===== src/rtl/ssram_pkg.sv =====
// shared constants for the serial memory mode and bus port
package ssram_pkg;
  localparam logic [7:0] CMD_READ_MODE = 8'h05;
  localparam logic [7:0] CMD_WRITE_MODE = 8'h01;
  localparam logic [7:0] CMD_ENTER_DUAL = 8'h3B;
  localparam logic [7:0] CMD_ENTER_QUAD = 8'h38;
  localparam logic [7:0] CMD_REVERT_SINGLE = 8'hFF;
  localparam logic [1:0] ACC_BYTE = 2'h0;
  localparam logic [1:0] ACC_PAGE = 2'h2;
  localparam logic [1:0] ACC_SEQ = 2'h1;
  localparam logic [1:0] ACC_RSVD = 2'h3;
  localparam logic [1:0] MODE_RESET = 2'h1;
  localparam int MODE_HI = 7;
  localparam int MODE_LO = 6;
  localparam logic [5:0] MODE_LOW_BITS = 6'h00;
  typedef enum logic [1:0] {SSRAM_SINGLE, SSRAM_DUAL, SSRAM_QUAD} ssram_bus_t;
  typedef enum {SSRAM_CMD, SSRAM_WDATA, SSRAM_RDATA, SSRAM_IGNORE} ssram_phase_t;
endpackage


===== src/rtl/ssram_sync.sv =====
// two flip-flop synchroniser for a vector of pin inputs
`timescale 1ns/1ps
module ssram_sync #(
  parameter int W = 1
) (
  input wire logic clk,
  input wire logic rst_n,
  input wire logic [W-1:0] d,
  output logic [W-1:0] q
);
  logic [W-1:0] meta;
  always_ff @(posedge clk or negedge rst_n) begin
    if (!rst_n) begin
      meta <= '0;
      q <= '0;
    end else begin
      meta <= d;
      q <= meta;
    end
  end
endmodule


===== src/rtl/ssram_port.sv =====
// serial port: command decode, mode register, pause and lane width control
`timescale 1ns/1ps
module ssram_port
  import ssram_pkg::*;
(
  input wire logic clk,
  input wire logic arst_n,
  input wire logic sel_n,
  input wire logic sclk,
  input wire logic in_lane0_i,
  output logic in_lane0_o,
  output logic in_lane0_oe,
  input wire logic out_lane1_i,
  output logic out_lane1_o,
  output logic out_lane1_oe,
  input wire logic data_lane2_i,
  output logic data_lane2_o,
  output logic data_lane2_oe,
  input wire logic pause_lane3_i,
  output logic pause_lane3_o,
  output logic pause_lane3_oe,
  output logic [1:0] access_mode,
  output ssram_pkg::ssram_bus_t bus_mode,
  output logic paused
);
  import ssram_pkg::*;

  logic rst_meta;
  logic rst_n;
  always_ff @(posedge clk or negedge arst_n) begin
    if (!arst_n) begin
      rst_meta <= 1'b0;
      rst_n <= 1'b0;
    end else begin
      rst_meta <= 1'b1;
      rst_n <= rst_meta;
    end
  end

  // select and pause idle high: carried inverted so a cleared flop reads idle
  logic [5:0] pins_s;
  ssram_sync #(.W(6)) u_sync (
    .clk(clk),
    .rst_n(rst_n),
    .d({~sel_n, sclk, ~pause_lane3_i, data_lane2_i, out_lane1_i, in_lane0_i}),
    .q(pins_s)
  );
  logic sel_n_s, sclk_s, l3_s, l2_s, l1_s, l0_s;
  assign {sel_n_s, sclk_s, l3_s, l2_s, l1_s, l0_s} = pins_s ^ 6'h28;

  logic sclk_d;
  logic sel_n_d;
  always_ff @(posedge clk or negedge rst_n) begin
    if (!rst_n) begin
      sclk_d <= 1'b0;
      sel_n_d <= 1'b1;
    end else begin
      sclk_d <= sclk_s;
      sel_n_d <= sel_n_s;
    end
  end
  logic rise, fall, selected;
  assign selected = !sel_n_s && !sel_n_d;
  assign rise = selected && sclk_s && !sclk_d;
  assign fall = selected && !sclk_s && sclk_d;

  ssram_bus_t bus;
  logic [1:0] mode_bits;
  ssram_phase_t phase;
  logic [7:0] shreg;
  logic [3:0] bitcnt;
  logic [7:0] txreg;
  logic dummy;
  logic hold;
  logic armed;

  // pause only exists outside quad mode
  logic pause_req;
  assign pause_req = (bus != SSRAM_QUAD) && !l3_s;

  // pause takes effect or ends while clock low, else at next falling edge; deselect ends it at any clock level
  always_ff @(posedge clk or negedge rst_n) begin
    if (!rst_n) begin
      hold <= 1'b0;
    end else if (sel_n_s) begin
      hold <= 1'b0;
    end else if (pause_req != hold && (!sclk_s || fall)) begin
      hold <= pause_req;
    end
  end

  function automatic logic [3:0] step(input ssram_bus_t b);
    case (b)
      SSRAM_DUAL: step = 4'h2;
      SSRAM_QUAD: step = 4'h4;
      default: step = 4'h1;
    endcase
  endfunction

  function automatic logic [7:0] shift_in(input ssram_bus_t b, input logic [7:0] s,
                                          input logic [3:0] lanes);
    case (b)
      SSRAM_DUAL: shift_in = {s[5:0], lanes[1:0]};
      SSRAM_QUAD: shift_in = {s[3:0], lanes};
      default: shift_in = {s[6:0], lanes[0]};
    endcase
  endfunction

  logic [7:0] next_shreg;
  logic [3:0] next_bitcnt;
  logic byte_done;
  always_comb begin
    next_shreg = shift_in(bus, shreg, {l3_s, l2_s, l1_s, l0_s});
    next_bitcnt = bitcnt + step(bus);
    byte_done = (next_bitcnt == 4'h8);
  end

  logic active;
  assign active = selected && !hold;

  // receive side: command and data bytes on rising edges
  always_ff @(posedge clk or negedge rst_n) begin
    if (!rst_n) begin
      phase <= SSRAM_CMD;
      shreg <= 8'h00;
      bitcnt <= 4'h0;
      bus <= SSRAM_SINGLE;
      mode_bits <= MODE_RESET;
    end else if (!selected) begin
      phase <= SSRAM_CMD;
      bitcnt <= 4'h0;
    end else if (active && rise && phase != SSRAM_IGNORE && phase != SSRAM_RDATA) begin
      shreg <= next_shreg;
      bitcnt <= byte_done ? 4'h0 : next_bitcnt;
      if (byte_done && phase == SSRAM_CMD) begin
        case (next_shreg)
          CMD_WRITE_MODE: phase <= SSRAM_WDATA;
          CMD_READ_MODE: phase <= SSRAM_RDATA;
          CMD_ENTER_DUAL: begin
            phase <= SSRAM_IGNORE;
            if (bus == SSRAM_SINGLE) bus <= SSRAM_DUAL;
          end
          CMD_ENTER_QUAD: begin
            phase <= SSRAM_IGNORE;
            if (bus == SSRAM_SINGLE) bus <= SSRAM_QUAD;
          end
          CMD_REVERT_SINGLE: begin
            phase <= SSRAM_IGNORE;
            bus <= SSRAM_SINGLE;
          end
          default: phase <= SSRAM_IGNORE;
        endcase
      end else if (byte_done && phase == SSRAM_WDATA) begin
        mode_bits <= next_shreg[MODE_HI:MODE_LO];
        phase <= SSRAM_IGNORE;
      end
    end
  end

  // transmit side: mode register after falling edges, dummy byte first in dual
  logic [3:0] txcnt;
  always_ff @(posedge clk or negedge rst_n) begin
    if (!rst_n) begin
      txreg <= 8'h00;
      txcnt <= 4'h0;
      dummy <= 1'b0;
      armed <= 1'b0;
    end else if (!selected || phase != SSRAM_RDATA) begin
      txreg <= {mode_bits, MODE_LOW_BITS};
      txcnt <= 4'h0;
      dummy <= (bus == SSRAM_DUAL);
      armed <= 1'b0;
    end else if (active && fall) begin
      if (!armed) begin
        armed <= 1'b1;
        if (dummy) txreg <= 8'h00;
      end else if (txcnt + step(bus) == 4'h8) begin
        txcnt <= 4'h0;
        dummy <= 1'b0;
        txreg <= {mode_bits, MODE_LOW_BITS};
      end else begin
        txcnt <= txcnt + step(bus);
        case (bus)
          SSRAM_DUAL: txreg <= {txreg[5:0], 2'h0};
          SSRAM_QUAD: txreg <= {txreg[3:0], 4'h0};
          default: txreg <= {txreg[6:0], 1'b0};
        endcase
      end
    end
  end

  // output drivers registered from state; release with pause immediately
  logic drive;
  assign drive = armed && selected && phase == SSRAM_RDATA && !pause_req;
  always_ff @(posedge clk or negedge rst_n) begin
    if (!rst_n) begin
      in_lane0_o <= 1'b0;
      in_lane0_oe <= 1'b0;
      out_lane1_o <= 1'b0;
      out_lane1_oe <= 1'b0;
      data_lane2_o <= 1'b0;
      data_lane2_oe <= 1'b0;
      pause_lane3_o <= 1'b0;
      pause_lane3_oe <= 1'b0;
    end else begin
      case (bus)
        SSRAM_QUAD: begin
          {pause_lane3_o, data_lane2_o, out_lane1_o, in_lane0_o} <= txreg[7:4];
          {pause_lane3_oe, data_lane2_oe, out_lane1_oe, in_lane0_oe} <= {4{drive}};
        end
        SSRAM_DUAL: begin
          {out_lane1_o, in_lane0_o} <= txreg[7:6];
          {out_lane1_oe, in_lane0_oe} <= {2{drive}};
          {pause_lane3_o, data_lane2_o, pause_lane3_oe, data_lane2_oe} <= 4'h0;
        end
        default: begin
          out_lane1_o <= txreg[7];
          out_lane1_oe <= drive;
          {pause_lane3_o, data_lane2_o, in_lane0_o} <= 3'h0;
          {pause_lane3_oe, data_lane2_oe, in_lane0_oe} <= 3'h0;
        end
      endcase
    end
  end

  always_ff @(posedge clk or negedge rst_n) begin
    if (!rst_n) begin
      access_mode <= MODE_RESET;
      bus_mode <= SSRAM_SINGLE;
      paused <= 1'b0;
    end else begin
      access_mode <= mode_bits;
      bus_mode <= bus;
      paused <= hold;
    end
  end
endmodule


===== config.mk =====
export PLATFORM = sky130hd
export DESIGN_NAME = ssram_port
export DESIGN_NICKNAME = d
export VERILOG_FILES = /design/src/rtl/ssram_pkg.sv /design/src/rtl/ssram_sync.sv /design/src/rtl/ssram_port.sv
export SDC_FILE = /design/constraint.sdc
export NUM_CORES = 1
export LEC_CHECK = 0
export ABC_AREA = 1
export BUFFER_PORTS_ARGS = -buffer_cell sky130_fd_sc_hd__clkbuf_2
export CAP_MARGIN = 30
export CORE_ASPECT_RATIO = 1.4
export CORE_UTILIZATION = 50
export CTS_BUF_LIST = sky130_fd_sc_hd__clkbuf_16
export CTS_CLUSTER_DIAMETER = 40
export CTS_CLUSTER_SIZE = 25
export DETAILED_ROUTE_END_ITERATION = 7
export PLACE_DENSITY = 0.67
export SYNTH_ARGS = -nofsm -noshare
export SYNTH_HDL_FRONTEND = slang
export SYNTH_SLANG_ARGS = --single-unit

===== constraint.sdc =====
create_clock -name clk -period 2.3 [get_ports clk]
set_clock_uncertainty 0.15 [all_clocks]
set_input_delay 0.23 -clock clk [delete_from_list [all_inputs] [get_ports clk]]
set_output_delay 0.23 -clock clk [all_outputs]
set_load 0.05 [all_outputs]

# Yosys cells after proc, flatten, opt, wreduce, memory -nomap -nowiden

Index checks and enable logic that the tools add are counted.

Equality and inequality tests: 19
Reductions and logical operators: 43
$add $sub $neg: 3
Mux-type cells: 44
Bitwise gates (word level): 4

Operators by type and width:

| kind                                                                      | count |
|---|---|
| 32-bit 2-to-1 mux                                                         | 4 |
| 32-bit by 3-bit inequality test with 1-bit output (second input constant) | 2 |
| 4-bit 2-to-1 mux                                                          | 14 |
| 8-bit 2-to-1 mux                                                          | 5 |
| 32-bit by 2-bit == test with 1-bit output (second input constant)         | 1 |
| 32-bit by 3-bit == test with 1-bit output (second input constant)         | 1 |
| 32-bit logical NOT                                                        | 1 |
| 8-bit case mux with 2 select lines                                        | 2 |
| 1-bit logical AND                                                         | 17 |
| 8-bit by 6-bit == test with 1-bit output (second input constant)          | 2 |
| 1-bit 2-to-1 mux                                                          | 13 |
| 4-bit adder                                                               | 3 |
| 4-bit == test (second input constant)                                     | 2 |
| 8-bit by 1-bit == test with 1-bit output (second input constant)          | 1 |
| 8-bit by 3-bit == test with 1-bit output (second input constant)          | 1 |
| 8-bit == test (second input constant)                                     | 1 |
| 1-bit logical NOT                                                         | 8 |
| 2-bit AND reduction                                                       | 4 |
| 2-bit nonzero test                                                        | 4 |
| 2-bit inequality test (second input constant)                             | 3 |
| 2-bit case mux with 3 select lines                                        | 1 |
| 3-bit case mux with 2 select lines                                        | 1 |
| 6-bit AND reduction                                                       | 1 |
| 3-bit nonzero test                                                        | 2 |
| 15 further kinds                                                          | 19 |

Register bits: 90
Output and inout bits: 13
Input port bits: 8
Word-level logic and storage cells: 139

# Logic depth before layout (Yosys ltp)

Depth after elaboration: 19
Gate-level depth with buffers: 16
Mapped depth without buffers: 16

# Cells and area by module

A second synthesis with hierarchy kept.

Cells, all modules: 315
Area, all modules: 2696.3 um2

By module, submodules not included:

| module     | cells each | area an instance (um2) | sequential area each (um2) | instances |
|---|---|---|---|---|
| ssram_port | 303        | 2396.0                 | 1054.8                     | 1 |
| ssram_sync | 12         | 300.3                  | 300.3                      | 1 |

# Worst setup path after synthesis

Ideal clock, no wire load.

Kind: register to register
Start: register bus[0]
End: register bus[0]
Arrival: 2052 ps
Library setup time: 117 ps
Setup slack: -19 ps
Stages on the path, launching flop included: 15
Data required time: 2033 ps
Path through: dfrtp_1 > inv_1 > ha_1 > buf_6 > inv_4 > ha_1 > ha_1 > inv_1 > nand2_1 > nor2_4 > nand4_2 > nor2_2 > nand2_1 > nand2_1 > nand2_1

Cells in the longest elaborated chain, start to end: 6
Elaborated cells on any way between the ends: 16
Those cells by class: add/sub (1); eq/ne (8); mux (3); reduce/logical (4)

Ends and longest elaborated chain:

| what                                                                      | RTL line                            | source |
|---|---|---|
| start: declaration                                                        | ssram_port.sv:67                    | `ssram_bus_t bus;` |
| start signal: assignment                                                  | ssram_port.sv:127                   | `bus <= SSRAM_SINGLE;` |
| start signal: assignment                                                  | ssram_port.sv:141                   | `if (bus == SSRAM_SINGLE) bus <= SSRAM_DUAL;` |
| start signal: assignment                                                  | ssram_port.sv:145                   | `if (bus == SSRAM_SINGLE) bus <= SSRAM_QUAD;` |
| 2-bit == test or 2-bit by 1-bit == test with 1-bit output (tied branches) | ssram_port.sv:93, ssram_port.sv:102 |  |
| 3-bit case mux with 2 select lines                                        | ssram_port.sv:93                    | `case (b)` |
| 4-bit adder                                                               | ssram_port.sv:114                   | `next_bitcnt = bitcnt + step(bus);` |
| 4-bit == test                                                             | ssram_port.sv:115                   | `byte_done = (next_bitcnt == 4'h8);` |
| 1-bit logical AND                                                         | ssram_port.sv:135                   | `if (byte_done && phase == SSRAM_CMD) begin` |
| 6-bit AND reduction (no line)                                             | n/a                                 |  |

Several ways; a longest one is shown, not always the timed one.
A chain may end at the register's enable or synchronous reset.

# Worst setup path in the final report

Start: register bus[1]
End: register mode_bits[1]

Cells in the longest elaborated chain, start to end: 7
Elaborated cells on any way between the ends: 10
Those cells by class: add/sub (1); eq/ne (3); mux (2); bitwise (1); reduce/logical (3)

Ends and longest elaborated chain:

| what                                                                      | RTL line                            | source |
|---|---|---|
| 2-bit == test or 2-bit by 1-bit == test with 1-bit output (tied branches) | ssram_port.sv:93, ssram_port.sv:102 |  |
| 3-bit case mux with 2 select lines                                        | ssram_port.sv:93                    |  |
| 4-bit adder                                                               | ssram_port.sv:114                   |  |
| 4-bit == test                                                             | ssram_port.sv:115                   |  |
| 1-bit logical AND                                                         | ssram_port.sv:135                   |  |
| 1-bit inverter (no line)                                                  | n/a                                 |  |
| 4-bit AND reduction (no line)                                             | n/a                                 |  |
| end signal: assignment                                                    | ssram_port.sv:154                   | `mode_bits <= next_shreg[MODE_HI:MODE_LO];` |
| end: declaration                                                          | ssram_port.sv:68                    | `logic [1:0] mode_bits;` |

Several ways; a longest one is shown, not always the timed one.

==> run_results.csv <==
group,metric,value,unit
pwr,p_leak,1.72,nW
logic_synthesis,ys_ff_latch,54,
logic_synthesis,ys.warnings.count,0,
logic_synthesis,synth.top_cell.area_share,47.6,%
placement,post-place-ws,-0.0172,ns
cells_and_area,fin_cells,433,
floorplanning,start_util,52.0,%
timing,tightestPinTransition,0.640,ns
route,drtAntennaViolNets,0,
logic_synthesis,ys_seq_area_share,50.5,%
clocking,clkSinkCount,54,
route,wl_met1,2320,um
cells_and_area,fin_nets,383,
route,totalWireLength,5600,um
global_route,grtUsageTotal,21.4,%
timing,finalCritPeriodShare,96.4,%
timing,drv_slew,0,
floorplanning,fp.dieW,63.9,um
route,route.detailed.drc,0,
route,drt_iter0_drc,105,
clocking,cts_made_buffers,5,
critical_path,start_kind,"flop",
timing,period_minus_slack,2.22,ns
pwr,pwr_density_cell,668,nW/um^2
route,highest_layer,"met4",
critical_path,required,2.34,ns
clocking,cts.clk_slew.worst_paths,0.07,ns
critical_path,r2r_cells,13,
timing,max_freq,451,MHz
floorplanning,die_h,88.6,um
logic_synthesis,netlist-cell-type-count,34,
job,drv_cap,0,
clocking,clk_path_buf_depth,2,
route,vias_per_cell,4.92,
cells_and_area,drive_above_1_share,25.3,%
timing,setup_viol,0,
clocking,clk_latency,0.29,ns
floorplanning,ioPinCount,21,
timing,slew_headroom,57.3,%
pwr,vdd_drop_max,0.559,mV
timing,grt_setup_unrepaired,"true",
route,num_vias,2130,
floorplanning,rows,31,
critical_path,arrival,2.25,ns
floorplanning,design.core.area,5160,sq um
critical_path,critical_path_class,"flop to flop",
critical_path,worst_setup_path_end_kind,"flop",
route,drt_first_pass_iters,4,
global_route,grt_pass1_wl,9050,um
cells_and_area,layout_commonest_cell,"nand2_1",
logic_synthesis,synthesis.area,2680,sq um
clocking,cts_tree,"built",
timing,hold_viol,0,
clocking,ctsHtreeMaxLevel,2,
placement,hpwl,3800,um
route,met3_length,131,um
global_route,grt_pass1_vias,2048,
global_route,overflow,0,
placement,dp.cells,417,
route,dr_wl_met2,2900,um
run_status,outcome,"complete, no violations",
logic_synthesis,yosys.area.top_type,"dfrtp_1",
global_route,antenna_found_initial,0,
clocking,root_buffer,"clkbuf_16",
logic_synthesis,postSynthAreaPerCell,8.38,sq um
logic_synthesis,netlist_instances,320,
placement,port_buffers,20,
timing,setup_tns,0,ns
cells_and_area,final_util,64.2,%
floorplanning,die_area,5660,sq um
logic_synthesis,synth_nets,337,
worst_hold_path,hold_class,"input pin to async pin",
route,routedWlPerCell,12.9,um
critical_path,crit_fanout,4,
global_route,grt_max_degree,53,
cells_and_area,num_antenna_cells,0,
logic_synthesis,synth_area_leaders,"dfrtp_1 (48%), nand2_1 (15%), inv_1 (6.6%)",
placement,gp_congestion,0.946,
timing,fin_ws,0.0829,ns
cells_and_area,syn_to_final_growth,23.6,%
cells_and_area,most-common-layout-cells,"nand2_1 (102), dfrtp_1 (50), inv_1 (44)",
through the flow:
step / power [mW] / hold slack [ns] / cell area [sq um]
finish: 2.21 / 0.103 / 3310
global route: 2.33 / 0.119 / 3310
CTS: 2.22 / 0.101 / 3220
detailed placement: 1.36 / -0.132 / 2970
global placement: 1.36 / -0.134 / 2970
floorplan: 1.28 / -0.216 / 2690
worst max-delay path, cell delays in order, from the launching register on:
cell	delay (ns)
dfrtp_1	0.38
inv_2	0.13
ha_4	0.23
inv_6	0.08
ha_4	0.13
ha_2	0.27
inv_2	0.07
nand2_2	0.06
nor2_4	0.15
nand4_1	0.13
inv_1	0.12
nand2_2	0.08
nand2_1	0.07
o21ai_1	0.06
metal layers:
| metal | vias up | GRT usage, % |
|---|---|---|
| met5 | - | 0 |
| met2 | 35 | 38.1 |
| met4 | 0 | 13.2 |
| met3 | 16 | 3.48 |
| met1 | 1001 | 24.0 |
| li1 | 1078 | - |
sequential cells by signal (all words and copies together) (netlist names), 2 cells and up:
name         cells
shreg            7
u_sync.meta      6
u_sync.q         6
bitcnt           4
txcnt            4
access_mode      2
bus              2
bus_mode         2
mode_bits        2
phase            2
txreg            2
timing repair:
| action | in CTS | in global routing |
|---|---|---|
| buffers inserted | 0 | 1 |
| setup endpoints to repair | 3 | 10 |
| resized for setup | 2 | 18 |
| hold endpoints to repair | 8 | 0 |
| hold buffers | 7 | 0 |
| pin swaps | 2 | 10 |
path summary, 6_finish.rpt:
check,slack [ns],start,end
max in group asynchronous,1.34,rst_n,bus[0]
hold / removal,0.10,arst_n,rst_n
min in group clk,0.20,u_sync.meta[4],u_sync.q[4]
hold reg to reg,0.20,u_sync.meta[4],u_sync.q[4]
setup / recovery,0.08,bus[1],mode_bits[1]
setup reg to reg,0.08,bus[1],mode_bits[1]
where the power goes:
group          switching (mW)  leakage (nW)  internal (mW)
Sequential             0.0462         0.693           1.01
Combinational           0.190         0.942          0.113
Clock                   0.339        0.0818          0.514
cells in the mapped netlist:
cell type / instances
nand3_1: 20
inv_1: 47
nor2_4: 2
nand3_2: 3
buf_2: 1
xor2_1: 2
buf_6: 1
a21oi_1: 3
dfrtp_1: 51
o21ai_2: 1
a21oi_2: 1
a31oi_1: 2
nand2_2: 7
conb_1: 1
nand2_1: 105
nor3_1: 2
nand4_2: 1
and3_1: 1
o22ai_1: 3
nor2_2: 5
o21ai_1: 4
a21boi_1: 1
nor4_4: 1
o21ai_0: 11
nand4_1: 5
xor2_2: 1
buf_4: 4
inv_4: 1
nor2_1: 14
dfstp_2: 3
nand2_4: 1
ha_1: 9
nand3b_1: 3
inv_2: 3
cell families after synthesis:
family / synth area share [%]
and+or+nand+nor: 29.4
xor gates and xnor gates: 1.26
DFF: 50.5
other: 0.140
buffers and inverters: 8.96
adders and majority gates: 4.20
AOI/OAI and AO/OA: 5.46
cell type report:
type	count	area, sq um
Fill cell	428	1840
Sequential cell	54	1360
Multi-Input combinational cell	209	1190
Timing Repair Buffer	45	322
Inverter	51	196
Clock buffer	5	125
Tap cell	66	82.6
Clock inverter	3	42.5
Power figures use the tool's default switching activity.
